`src/nirqh_pkg.sv`:
```
// Purpose: shared constants for the nested irq priority and halt block
// Assumes: clk is the cpu clock (oscillator / 2), one register per word
// Notes: byte address of a register is four times its index
package nirqh_pkg;
  // register indices
  localparam logic [7:0] IDX_PRIO0 = 8'h1C;
  localparam logic [7:0] IDX_PRIO1 = 8'h1D;
  localparam logic [7:0] IDX_PRIO2 = 8'h1E;
  localparam logic [7:0] IDX_PRIO3 = 8'h1F;
  localparam logic [7:0] IDX_CC = 8'h20;
  localparam logic [7:0] IDX_CTRL = 8'h21;
  localparam logic [7:0] IDX_STAT = 8'h22;
  // reset values and fixed bits
  localparam logic [7:0] CC_RESET = 8'hEA;
  localparam logic [7:0] PRIO_RESET = 8'hFF;
  localparam logic [7:0] PRIO3_RO = 8'hF0;
  localparam logic [7:0] CTRL_RESET = 8'h00;
  localparam int CC_BIT_HIGH = 5;
  localparam int CC_BIT_LOW = 3;
  localparam int CTRL_OIE_BIT = 1;
  // level codes
  localparam logic [1:0] LVL0 = 2'b10;
  localparam logic [1:0] LVL1 = 2'b01;
  localparam logic [1:0] LVL2 = 2'b00;
  localparam logic [1:0] LVL3 = 2'b11;
  // vectors
  localparam int NUM_VEC = 14;
  localparam logic [3:0] VEC_NMI = 4'h0;
  localparam logic [3:0] VEC_TRAP = 4'hE;
  localparam logic [3:0] VEC_RESET = 4'hF;
  localparam logic [13:0] EXT_MASK = 14'h003E;
  localparam logic [13:0] HALT_EXIT_MASK = 14'h007F;
  // timing: cycles of the cpu clock
  localparam int WAKE_CYCLES = 4096;
  // halt state machine
  typedef enum logic [2:0] {
    ST_RUN = 3'b001,
    ST_HALT = 3'b010,
    ST_WAKE = 3'b100
  } nirqh_state_t;
  // ordinal of a level code: 10->0, 01->1, 00->2, 11->3
  function automatic logic [1:0] levelRank(input logic [1:0] code);
    levelRank = {~(code[1] ^ code[0]), code[0]};
  endfunction
  // keep a field when the level-0 pattern is written
  function automatic logic [7:0] prioMerge(input logic [7:0] old, input logic [7:0] wr);
    logic [7:0] res;
    res = wr;
    for (int f = 0; f < 4; f++) begin
      if (wr[2*f +: 2] == LVL0) begin
        res[2*f +: 2] = old[2*f +: 2];
      end
    end
    prioMerge = res;
  endfunction
endpackage

```
`src/nirqh_arb_if.sv`:
```
`timescale 1ns/1ps
// Purpose: carries arbitration inputs and the winner between top and arbiter
// Assumes: one clock, purely combinational traffic
// Notes: fields holds 2 bits per vector, vector x at [2x+1:2x]
interface nirqh_arb_if;
  logic [13:0] pending;
  logic [27:0] fields;
  logic [1:0] curLevel;
  logic exitOnly;
  logic winValid;
  logic [3:0] winIdx;
  modport arb (input pending, fields, curLevel, exitOnly, output winValid, winIdx);
  modport ctl (output pending, fields, curLevel, exitOnly, input winValid, winIdx);
endinterface

```
`src/nirqh_req_latch.sv`:
```
`timescale 1ns/1ps
// Purpose: one request latch, edge or level sensitive
// Assumes: req already gated by its peripheral enable
// Notes: a new edge in the clearing cycle keeps the latch set
module nirqh_req_latch (
  // clock and reset
  input wire logic clk,
  input wire logic srst,
  // request side
  input wire logic req,
  input wire logic edgeMode,
  input wire logic clear,
  output logic pending
);
  logic reqDly_reg;
  logic pend_reg;
  logic rise;

  // rising edge of the request
  assign rise = req & ~reqDly_reg;
  assign pending = edgeMode ? pend_reg : req;

  // edge latch, set wins over clear
  always_ff @(posedge clk) begin
    if (srst) begin
      reqDly_reg <= 1'b0;
      pend_reg <= 1'b0;
    end else begin
      reqDly_reg <= req;
      if (rise) begin
        pend_reg <= 1'b1;
      end else if (clear) begin
        pend_reg <= 1'b0;
      end
    end
  end
endmodule

```
`src/nirqh_arbiter.sv`:
```
`timescale 1ns/1ps
// Purpose: picks the maskable vector to service
// Assumes: pending already includes enables
// Notes: index 0 (pin nmi) is skipped here and handled by the top
module nirqh_arbiter (
  // arbitration traffic
  nirqh_arb_if.arb a
);
  import nirqh_pkg::*;
  logic [1:0] bestRank;
  logic found;
  logic [3:0] bestIdx;

  // scan low priority upward so the lower index wins ties
  always_comb begin
    logic [1:0] r;
    r = 2'b00;
    bestRank = 2'b00;
    found = 1'b0;
    bestIdx = 4'h0;
    for (int i = NUM_VEC - 1; i >= 1; i--) begin
      r = levelRank(a.fields[2*i +: 2]);
      if (a.pending[i] && (r > levelRank(a.curLevel))
          && (!a.exitOnly || HALT_EXIT_MASK[i])
          && (!found || r >= bestRank)) begin
        found = 1'b1;
        bestRank = r;
        bestIdx = 4'(i);
      end
    end
  end

  assign a.winValid = found;
  assign a.winIdx = bestIdx;
endmodule

```
`src/nirqh_ctrl.sv`:
```
`timescale 1ns/1ps
// Purpose: nested priority control, priority registers and halt sequencing
// Assumes: core pulses instruction strobes at instruction end; AHB-Lite slave
// Notes: no wait states; response always OKAY
module nirqh_ctrl #(
  parameter int WAKE_COUNT = nirqh_pkg::WAKE_CYCLES
) (
  // clock and reset
  clk,
  srst,
  // AHB-Lite slave
  hsel,
  haddr,
  htrans,
  hwrite,
  hsize,
  hwdata,
  hready,
  hreadyout,
  hresp,
  hrdata,
  // request sources
  irqReq,
  extEdgeMode,
  watchdogEnable,
  // core sequencer
  instrDone,
  unmaskInstr,
  maskInstr,
  haltInstr,
  waitForIrqInstr,
  trapInstr,
  irqReturnInstr,
  popFlagsInstr,
  stackLevel,
  serviceStart,
  serviceVector,
  levelBitHigh,
  levelBitLow,
  jumpIfMasked,
  jumpIfUnmasked,
  cpuStall,
  // clocks and watchdog
  oscRunning,
  periphClockEnable,
  watchdogReset
);
  import nirqh_pkg::*;

  // clock and reset
  input wire logic clk;
  input wire logic srst;
  // AHB-Lite slave
  input wire logic hsel;
  input wire logic [31:0] haddr;
  input wire logic [1:0] htrans;
  input wire logic hwrite;
  input wire logic [2:0] hsize;
  input wire logic [31:0] hwdata;
  input wire logic hready;
  output logic hreadyout;
  output logic hresp;
  output logic [31:0] hrdata;
  // request sources
  input wire logic [13:0] irqReq;
  input wire logic [4:0] extEdgeMode;
  input wire logic watchdogEnable;
  // core sequencer
  input wire logic instrDone;
  input wire logic unmaskInstr;
  input wire logic maskInstr;
  input wire logic haltInstr;
  input wire logic waitForIrqInstr;
  input wire logic trapInstr;
  input wire logic irqReturnInstr;
  input wire logic popFlagsInstr;
  input wire logic [1:0] stackLevel;
  output logic serviceStart;
  output logic [3:0] serviceVector;
  output logic levelBitHigh;
  output logic levelBitLow;
  output logic jumpIfMasked;
  output logic jumpIfUnmasked;
  output logic cpuStall;
  // clocks and watchdog
  output logic oscRunning;
  output logic periphClockEnable;
  output logic watchdogReset;

  // ****************************************
  // state
  // ****************************************
  logic [7:0] prio_reg [4];
  logic [1:0] cc_reg;
  logic [1:0] cc_next;
  logic [7:0] ctrl_reg;
  nirqh_state_t state_reg;
  nirqh_state_t state_next;
  logic [12:0] wake_reg;
  logic fullHalt_reg;
  logic exitOnly_reg;
  logic resetPend_reg;
  logic svc_reg;
  logic [3:0] vec_reg;
  logic wdog_reg;
  logic wrPend_reg;
  logic [7:0] wrIdx_reg;
  logic [31:0] rdata_reg;

  // ****************************************
  // request latches and arbitration
  // ****************************************
  nirqh_arb_if arbBus ();
  logic [13:0] pending;
  logic [13:0] clearVec;
  logic [13:0] edgeSel;

  // nmi pin is edge, groups per their mode, peripherals level
  assign edgeSel = {8'h00, extEdgeMode, 1'b1};

  genvar gv;
  generate
    for (gv = 0; gv < NUM_VEC; gv++) begin : g_lat
      nirqh_req_latch u_lat (
        .clk(clk),
        .srst(srst),
        .req(irqReq[gv]),
        .edgeMode(edgeSel[gv]),
        .clear(clearVec[gv]),
        .pending(pending[gv])
      );
    end
  endgenerate

  // arbiter inputs
  assign arbBus.pending = pending;
  assign arbBus.fields = {prio_reg[3][3:0], prio_reg[2], prio_reg[1], prio_reg[0]};
  assign arbBus.curLevel = cc_reg;
  assign arbBus.exitOnly = exitOnly_reg;

  nirqh_arbiter u_arb (
    .a(arbBus)
  );

  // ****************************************
  // service decision
  // ****************************************
  logic inRun;
  logic canTake;
  logic takeReset;
  logic takeTrap;
  logic takeNmi;
  logic takeMask;
  logic svcGo;
  logic [3:0] svcVec;
  logic [1:0] winField;

  // fixed order: reset, trap, nmi pin, then maskable winner
  assign inRun = (state_reg == ST_RUN);
  assign canTake = inRun & instrDone & ~svc_reg;
  assign takeReset = inRun & resetPend_reg & ~svc_reg;
  assign takeTrap = canTake & ~takeReset & trapInstr;
  assign takeNmi = canTake & ~takeReset & ~trapInstr & pending[VEC_NMI];
  assign takeMask = canTake & ~takeReset & ~trapInstr & ~pending[VEC_NMI] & arbBus.winValid;
  assign svcGo = takeReset | takeTrap | takeNmi | takeMask;
  assign svcVec = takeReset ? VEC_RESET : takeTrap ? VEC_TRAP : takeNmi ? VEC_NMI : arbBus.winIdx;
  assign winField = arbBus.fields[{arbBus.winIdx, 1'b0} +: 2];

  // clear the serviced latch on entry
  assign clearVec = (takeNmi | takeMask) ? (14'h0001 << svcVec) : 14'h0000;

  // ****************************************
  // halt sequencing
  // ****************************************
  logic haltGo;
  logic wakeReq;
  logic wakeDone;

  assign haltGo = inRun & haltInstr & ~svcGo;
  assign wakeReq = |(pending & (HALT_EXIT_MASK | EXT_MASK));
  assign wakeDone = (wake_reg == 13'(WAKE_COUNT - 1));

  // run, halt, wake delay
  always_comb begin
    state_next = state_reg;
    case (state_reg)
      ST_RUN: begin
        if (haltGo) begin
          state_next = ST_HALT;
        end
      end
      ST_HALT: begin
        if (wakeReq) begin
          state_next = ST_WAKE;
        end
      end
      ST_WAKE: begin
        if (wakeDone) begin
          state_next = ST_RUN;
        end
      end
      default: begin
        state_next = ST_RUN;
      end
    endcase
  end

  // core and clock controls
  assign cpuStall = ~inRun;
  assign oscRunning = ~((state_reg == ST_HALT) & fullHalt_reg);
  assign periphClockEnable = inRun;
  assign watchdogReset = wdog_reg;

  // ****************************************
  // current level
  // ****************************************
  logic busWrCc;
  logic [7:0] ccView;

  assign busWrCc = wrPend_reg & (wrIdx_reg == IDX_CC);

  // entry beats instructions, instructions beat bus writes
  always_comb begin
    cc_next = cc_reg;
    if (svcGo) begin
      if (takeMask) begin
        cc_next = winField;
      end else begin
        cc_next = LVL3;
      end
    end else if (irqReturnInstr | popFlagsInstr) begin
      cc_next = stackLevel;
    end else if (maskInstr) begin
      cc_next = LVL3;
    end else if (unmaskInstr | waitForIrqInstr | haltGo) begin
      cc_next = LVL0;
    end else if (busWrCc) begin
      cc_next = {hwdata[CC_BIT_HIGH], hwdata[CC_BIT_LOW]};
    end
  end

  // level bits and mask tests for the core
  assign levelBitHigh = cc_reg[1];
  assign levelBitLow = cc_reg[0];
  assign jumpIfMasked = (cc_reg == LVL3);
  assign jumpIfUnmasked = (cc_reg != LVL3);

  // condition-code view with the level bits in place
  always_comb begin
    ccView = CC_RESET;
    ccView[CC_BIT_HIGH] = cc_reg[1];
    ccView[CC_BIT_LOW] = cc_reg[0];
  end

  // ****************************************
  // AHB-Lite slave
  // ****************************************
  logic addrPhase;
  logic [7:0] rIdx;
  logic [7:0] rdMux;
  logic [7:0] statView;

  assign addrPhase = hsel & htrans[1] & hready;
  assign rIdx = haddr[9:2];
  assign statView = {3'b000, exitOnly_reg, fullHalt_reg, state_reg};

  // register read select
  assign rdMux = (haddr[31:10] != 22'h0) ? 8'h00 :
                 (rIdx == IDX_PRIO0) ? prio_reg[0] :
                 (rIdx == IDX_PRIO1) ? prio_reg[1] :
                 (rIdx == IDX_PRIO2) ? prio_reg[2] :
                 (rIdx == IDX_PRIO3) ? (prio_reg[3] | PRIO3_RO) :
                 (rIdx == IDX_CC) ? ccView :
                 (rIdx == IDX_CTRL) ? ctrl_reg :
                 (rIdx == IDX_STAT) ? statView :
                 8'h00;

  assign hreadyout = 1'b1;
  assign hresp = 1'b0;
  assign hrdata = rdata_reg;

  // address phase capture and read data
  always_ff @(posedge clk) begin
    if (srst) begin
      wrPend_reg <= 1'b0;
      wrIdx_reg <= 8'h00;
      rdata_reg <= 32'h0000_0000;
    end else begin
      wrPend_reg <= addrPhase & hwrite & (haddr[31:10] == 22'h0);
      wrIdx_reg <= rIdx;
      if (addrPhase & ~hwrite) begin
        rdata_reg <= {24'h000000, rdMux};
      end
    end
  end

  // priority and control register writes
  always_ff @(posedge clk) begin
    if (srst) begin
      for (int r = 0; r < 4; r++) begin
        prio_reg[r] <= PRIO_RESET;
      end
      ctrl_reg <= CTRL_RESET;
    end else if (wrPend_reg) begin
      for (int r = 0; r < 4; r++) begin
        if (wrIdx_reg == IDX_PRIO0 + 8'(r)) begin
          prio_reg[r] <= prioMerge(prio_reg[r], hwdata[7:0]);
        end
      end
      if (wrIdx_reg == IDX_CTRL) begin
        ctrl_reg <= {6'h00, hwdata[CTRL_OIE_BIT], 1'b0};
      end
    end
  end

  // ****************************************
  // sequential core
  // ****************************************
  always_ff @(posedge clk) begin
    if (srst) begin
      cc_reg <= LVL3;
      state_reg <= ST_RUN;
      wake_reg <= 13'h0000;
      fullHalt_reg <= 1'b0;
      exitOnly_reg <= 1'b0;
      resetPend_reg <= 1'b1;
      svc_reg <= 1'b0;
      vec_reg <= 4'h0;
      wdog_reg <= 1'b0;
    end else begin
      cc_reg <= cc_next;
      state_reg <= state_next;
      svc_reg <= svcGo;
      wdog_reg <= 1'b0;
      if (svcGo) begin
        vec_reg <= svcVec;
        resetPend_reg <= 1'b0;
        exitOnly_reg <= 1'b0;
      end
      if (haltGo) begin
        fullHalt_reg <= ~ctrl_reg[CTRL_OIE_BIT];
        wdog_reg <= ~ctrl_reg[CTRL_OIE_BIT] & watchdogEnable;
      end
      if (state_reg == ST_WAKE) begin
        wake_reg <= wake_reg + 13'h0001;
        if (wakeDone) begin
          exitOnly_reg <= 1'b1;
        end
      end else begin
        wake_reg <= 13'h0000;
      end
    end
  end

  // entry strobe to the core, which stacks before loading the vector
  assign serviceStart = svc_reg;
  assign serviceVector = vec_reg;
endmodule

```
`config.mk`:
```
export PLATFORM = sky130hd
export DESIGN_NAME = nirqh_ctrl
export DESIGN_NICKNAME = d
export VERILOG_FILES = /design/src/nirqh_pkg.sv /design/src/nirqh_arb_if.sv /design/src/nirqh_req_latch.sv /design/src/nirqh_arbiter.sv /design/src/nirqh_ctrl.sv
export SDC_FILE = /design/constraint.sdc
export NUM_CORES = 1
export LEC_CHECK = 0
export ABC_AREA = 1
export BUFFER_PORTS_ARGS = -buffer_cell sky130_fd_sc_hd__buf_2
export CORE_MARGIN = 2
export CORE_UTILIZATION = 40
export CTS_CLUSTER_DIAMETER = 100
export CTS_CLUSTER_SIZE = 20
export DETAILED_ROUTE_END_ITERATION = 16
export PLACE_DENSITY = 0.74
export SLEW_MARGIN = 10
export SYNTH_ARGS = -nofsm -noshare
export SYNTH_HDL_FRONTEND = slang
export SYNTH_HIERARCHICAL = 1
export SYNTH_SLANG_ARGS = --single-unit
```
`constraint.sdc`:
```
create_clock -name clk -period 12.8 [get_ports clk]
set_input_delay 1.28 -clock clk [delete_from_list [all_inputs] [get_ports clk]]
set_output_delay 1.28 -clock clk [all_outputs]
set_load 0.01 [all_outputs]
```
==> summary.md <==
| Metric | Value |
|---|---|
| Max FFs per register | `28` |
| Post-Syn Area | `7440 sq um` |
| Clock slew seen by the registers of the worst setup and hold paths | `70 ps` |
| Worst hold path depth | `1` |
| Fin crit period | `12,790 ps` |
| Tcrit/Tclk final | `99.9%` |
| Worst Max-Slew Pin Slew | `787 ps` |
| Via density | `5.03` |
| Total die area | `19,700 sq um` |
| TritonCTS Sinks | `101` |
| Post-synth ARST share | `0%` |
| RSZ-0062 raised after global routing | `yes` |
| Critical path launch point | `irqReq[13]` |
| Share of cells above drive strength 1 | `34.0%` |
| CP max-delay cell | `ha_1` |
| DP HPWL | `15,300 um` |
| Internal power | `1.27 mW` |
| Final setup viols | `0` |
| CP peak stage delay | `290 ps` |
| I/O pin cnt | `151` |
| Port bufs | `94` |
| Worst Path Arrival | `13,050 ps` |
| Worst slack, placed | `-683 ps` |
| DRT Pass-1 Iters | `5` |
| Gr ovfl total | `0` |
| TNS Setup | `0 ps` |
| Die height | `140 um` |
| Worst-case clock buffer depth | `2` |
| R2R Path Start | `arbBus.curLevel[1]` |
| Antenna Nets Post-Route | `0` |
| Worst setup margin | `9.58 ps` |
| Layout Skew | `9.53 ps` |
| Synth Warn # | `6` |
| Maximum clock rate | `78.2 MHz` |
| NetSw | `1.10 mW` |
| Sw Ratio | `46.4%` |
| Slew Limit Fails | `0` |
| Crit Path Category | `in2reg` |
| Seq/Total Area, Yosys | `30.9%` |
| Comb pwr share | `73.2%` |
| TritonCTS buffer count | `9` |
| Synth Instances | `1,078` |
| Post-DP Area | `8590 sq um` |
| Routability congestion estimate | `0.995` |
| Initial antenna violation count | `0` |
| Worst setup endpoint | `arbBus.curLevel[1]` |
| Clock share of power | `11.2%` |
| Htree depth | `3` |
| Residual DRC | `0` |
| Synth-to-layout area growth | `31.5%` |
| N_diodes | `0` |
| CTS root buf | `clkbuf_16` |
| Core Box Area | `18,100 sq um` |
| Unique cell type count in the Yosys netlist | `51` |
| Worst reg2reg endpoint | `arbBus.curLevel[1]` |
| CP Data Required Time | `13,060 ps` |
| Clock Latency Late Sink | `360 ps` |
| EDFF count, synth | `28` |
| Reg power frac | `15.7%` |
| CP Launch Type | `input pin` |
| CP max FO | `6` |
| Post-Route Utilization | `54.1%` |
| Main synth FF type | `dfxtp_1` |
| Final design area excluding fillers | `9790 sq um` |
| CTS tree | `built` |
| Horiz. Die Dim | `140 um` |
| Final number of hold-violating endpoints | `0` |
| Most frequent CP cell | `nand2_2` |
| Vias in the first global route | `6,662` |
| Critical path capture point type | `flop` |
| Outcome | `complete, no violations` |
| Starting Density | `41.2%` |
| Largest net degree at the start of global routing | `52` |
| DR WL/cell | `14.1 um` |
| GRT Total Usage | `19.3%` |
| HP Class | `reg2reg` |
| Max Cap Viol | `0` |
| Nets | `1,431` |
| Leakage | `4.61 nW` |
| Post-Route WL | `21,200 um` |
| Global-route wire length before repair | `30,800 um` |
| Worst r2r path cells | `101` |
| Mean Syn Cell Area | `6.91 sq um` |
| Row cnt | `49` |
| Reg2reg setup slack | `70 ps` |
| DR iter-0 viols | `440` |
| VDD IR max | `0.000146 V` |
| Power Density | `243 nW/um^2` |
| Synth Register Bits | `101` |
| Worst rel slew slack | `47.1%` |
| Via count | `7,588` |
==> placed cells by master, fill, tap and decap left out, types with 28 or more instances in the layout <==
cell type | netlist | layout
dfxtp_1 | 73 | 73
buf_4 | 27 | 70
o21ai_0 | 49 | 39
nand2_2 | 7 | 39
buf_2 | 3 | 93
a21oi_1 | 60 | 53
nand2_1 | 250 | 212
nor2_1 | 104 | 87
conb_1 | 2 | 44
ha_1 | 51 | 40
nand3_1 | 81 | 58
edfxtp_1 | 28 | 28
inv_1 | 175 | 151
inv_2 | 24 | 44
nand3_2 | 17 | 34
==> how the worst min path moves through the flow <==
stage | from | to | slack (ps)
finish | wake_reg[0] | wake_reg[0] | 450
global route | g_lat[7].u_lat/pend_reg | g_lat[7].u_lat/pend_reg | 480
CTS | wake_reg[0] | wake_reg[0] | 460
detailed placement | wake_reg[0] | wake_reg[0] | 450
global placement | wake_reg[0] | wake_reg[0] | 430
floorplan | wake_reg[0] | wake_reg[0] | 420
==> metal layers <==
metal | routed length [um] | part of all wire [%] | global-route usage, %
met1 | 8630 | 41 | 24.3
met2 | 10400 | 49 | 33.6
met3 | 1430 | 6.7 | 3.11
met4 | 763 | 3.6 | 6.17
met5 | 0 | 0 | 0
==> final cells by class <==
class,count,area (sq um)
clock inverter,6,51.3
inverter,201,777
timing repair buffer,180,1230
clock buffer,10,229
sequential,101,2300
multi-input combinational,782,4910
timing repair inverter,1,7.51
fill,1578,8290
tap,229,287
==> through the flow <==
stage                     power [mW]  hold WS, ps  instances
after global placement          1.49          433       1468
after detailed placement        1.52          446       1468
after global routing            2.53          482       1510
after floorplan                 1.12          418       1120
after CTS                       1.82          461       1486
final                           2.38          451       1510
==> synth_stat cells (all sizes together) (3+ instances only) <==
| cell | count | share of area (%) |
|---|---|---|
| or2 | 12 | 1.0 |
| nand2 | 258 | 13 |
| nand4 | 6 | 0.59 |
| clkbuf | 5 | 0.25 |
| and2 | 10 | 0.84 |
| ha | 51 | 8.6 |
| xnor2 | 12 | 1.4 |
| nor2 | 113 | 6.3 |
| dfxtp | 73 | 20 |
| o211ai | 6 | 0.79 |
| buf | 31 | 3.1 |
| o21a | 3 | 0.30 |
| a21oi | 64 | 4.6 |
| inv | 199 | 10 |
| edfxtp | 28 | 11 |
| nor3 | 22 | 2.5 |
| o21ai | 68 | 5.3 |
| a211oi | 4 | 0.47 |
| nand3 | 101 | 8.4 |
==> worst max-delay path: cells and delay by family <==
| family | cells | cell delay [ps] |
|---|---|---|
| AO/OA/AOI/OAI | 18 | 2020 |
| buffers and inverters | 11 | 710 |
| adder cells (fa/ha/maj) | 12 | 2750 |
| AND/OR/NAND/NOR | 60 | 6310 |
==> power by group through the flow <==
stage	registers [mW]	logic, mW	clock network, mW
6_report	0.373	1.74	0.265
4_1_cts	0.372	1.18	0.271
2_1_floorplan	0.381	0.739	0
3_3_place_gp	0.378	1.11	0
3_5_place_dp	0.379	1.14	0
5_1_grt	0.375	1.87	0.281
==> cells by family (layout without fill, tap and decap cells) <==
kind of cell	after synthesis	after routing	synth area share (%)
AO/OA/AOI/OAI	146	146	11.6
XOR/XNOR	14	14	1.65
adder cells (fa/ha/maj)	51	51	8.57
buffers and inverters	237	398	13.5
flip-flops	101	101	30.9
other	2	44	0.101
AND/OR/NAND/NOR	527	527	33.7
==> repair_timing <==
item,4_1_cts,5_1_grt
setup endpoints to repair,20,20
pin swaps,4,84
gates resized for setup,19,173
hold buffers,0,0
cloned,0,3
setup buffers,2,24
No activity file was read; power rests on OpenSTA's default activity.
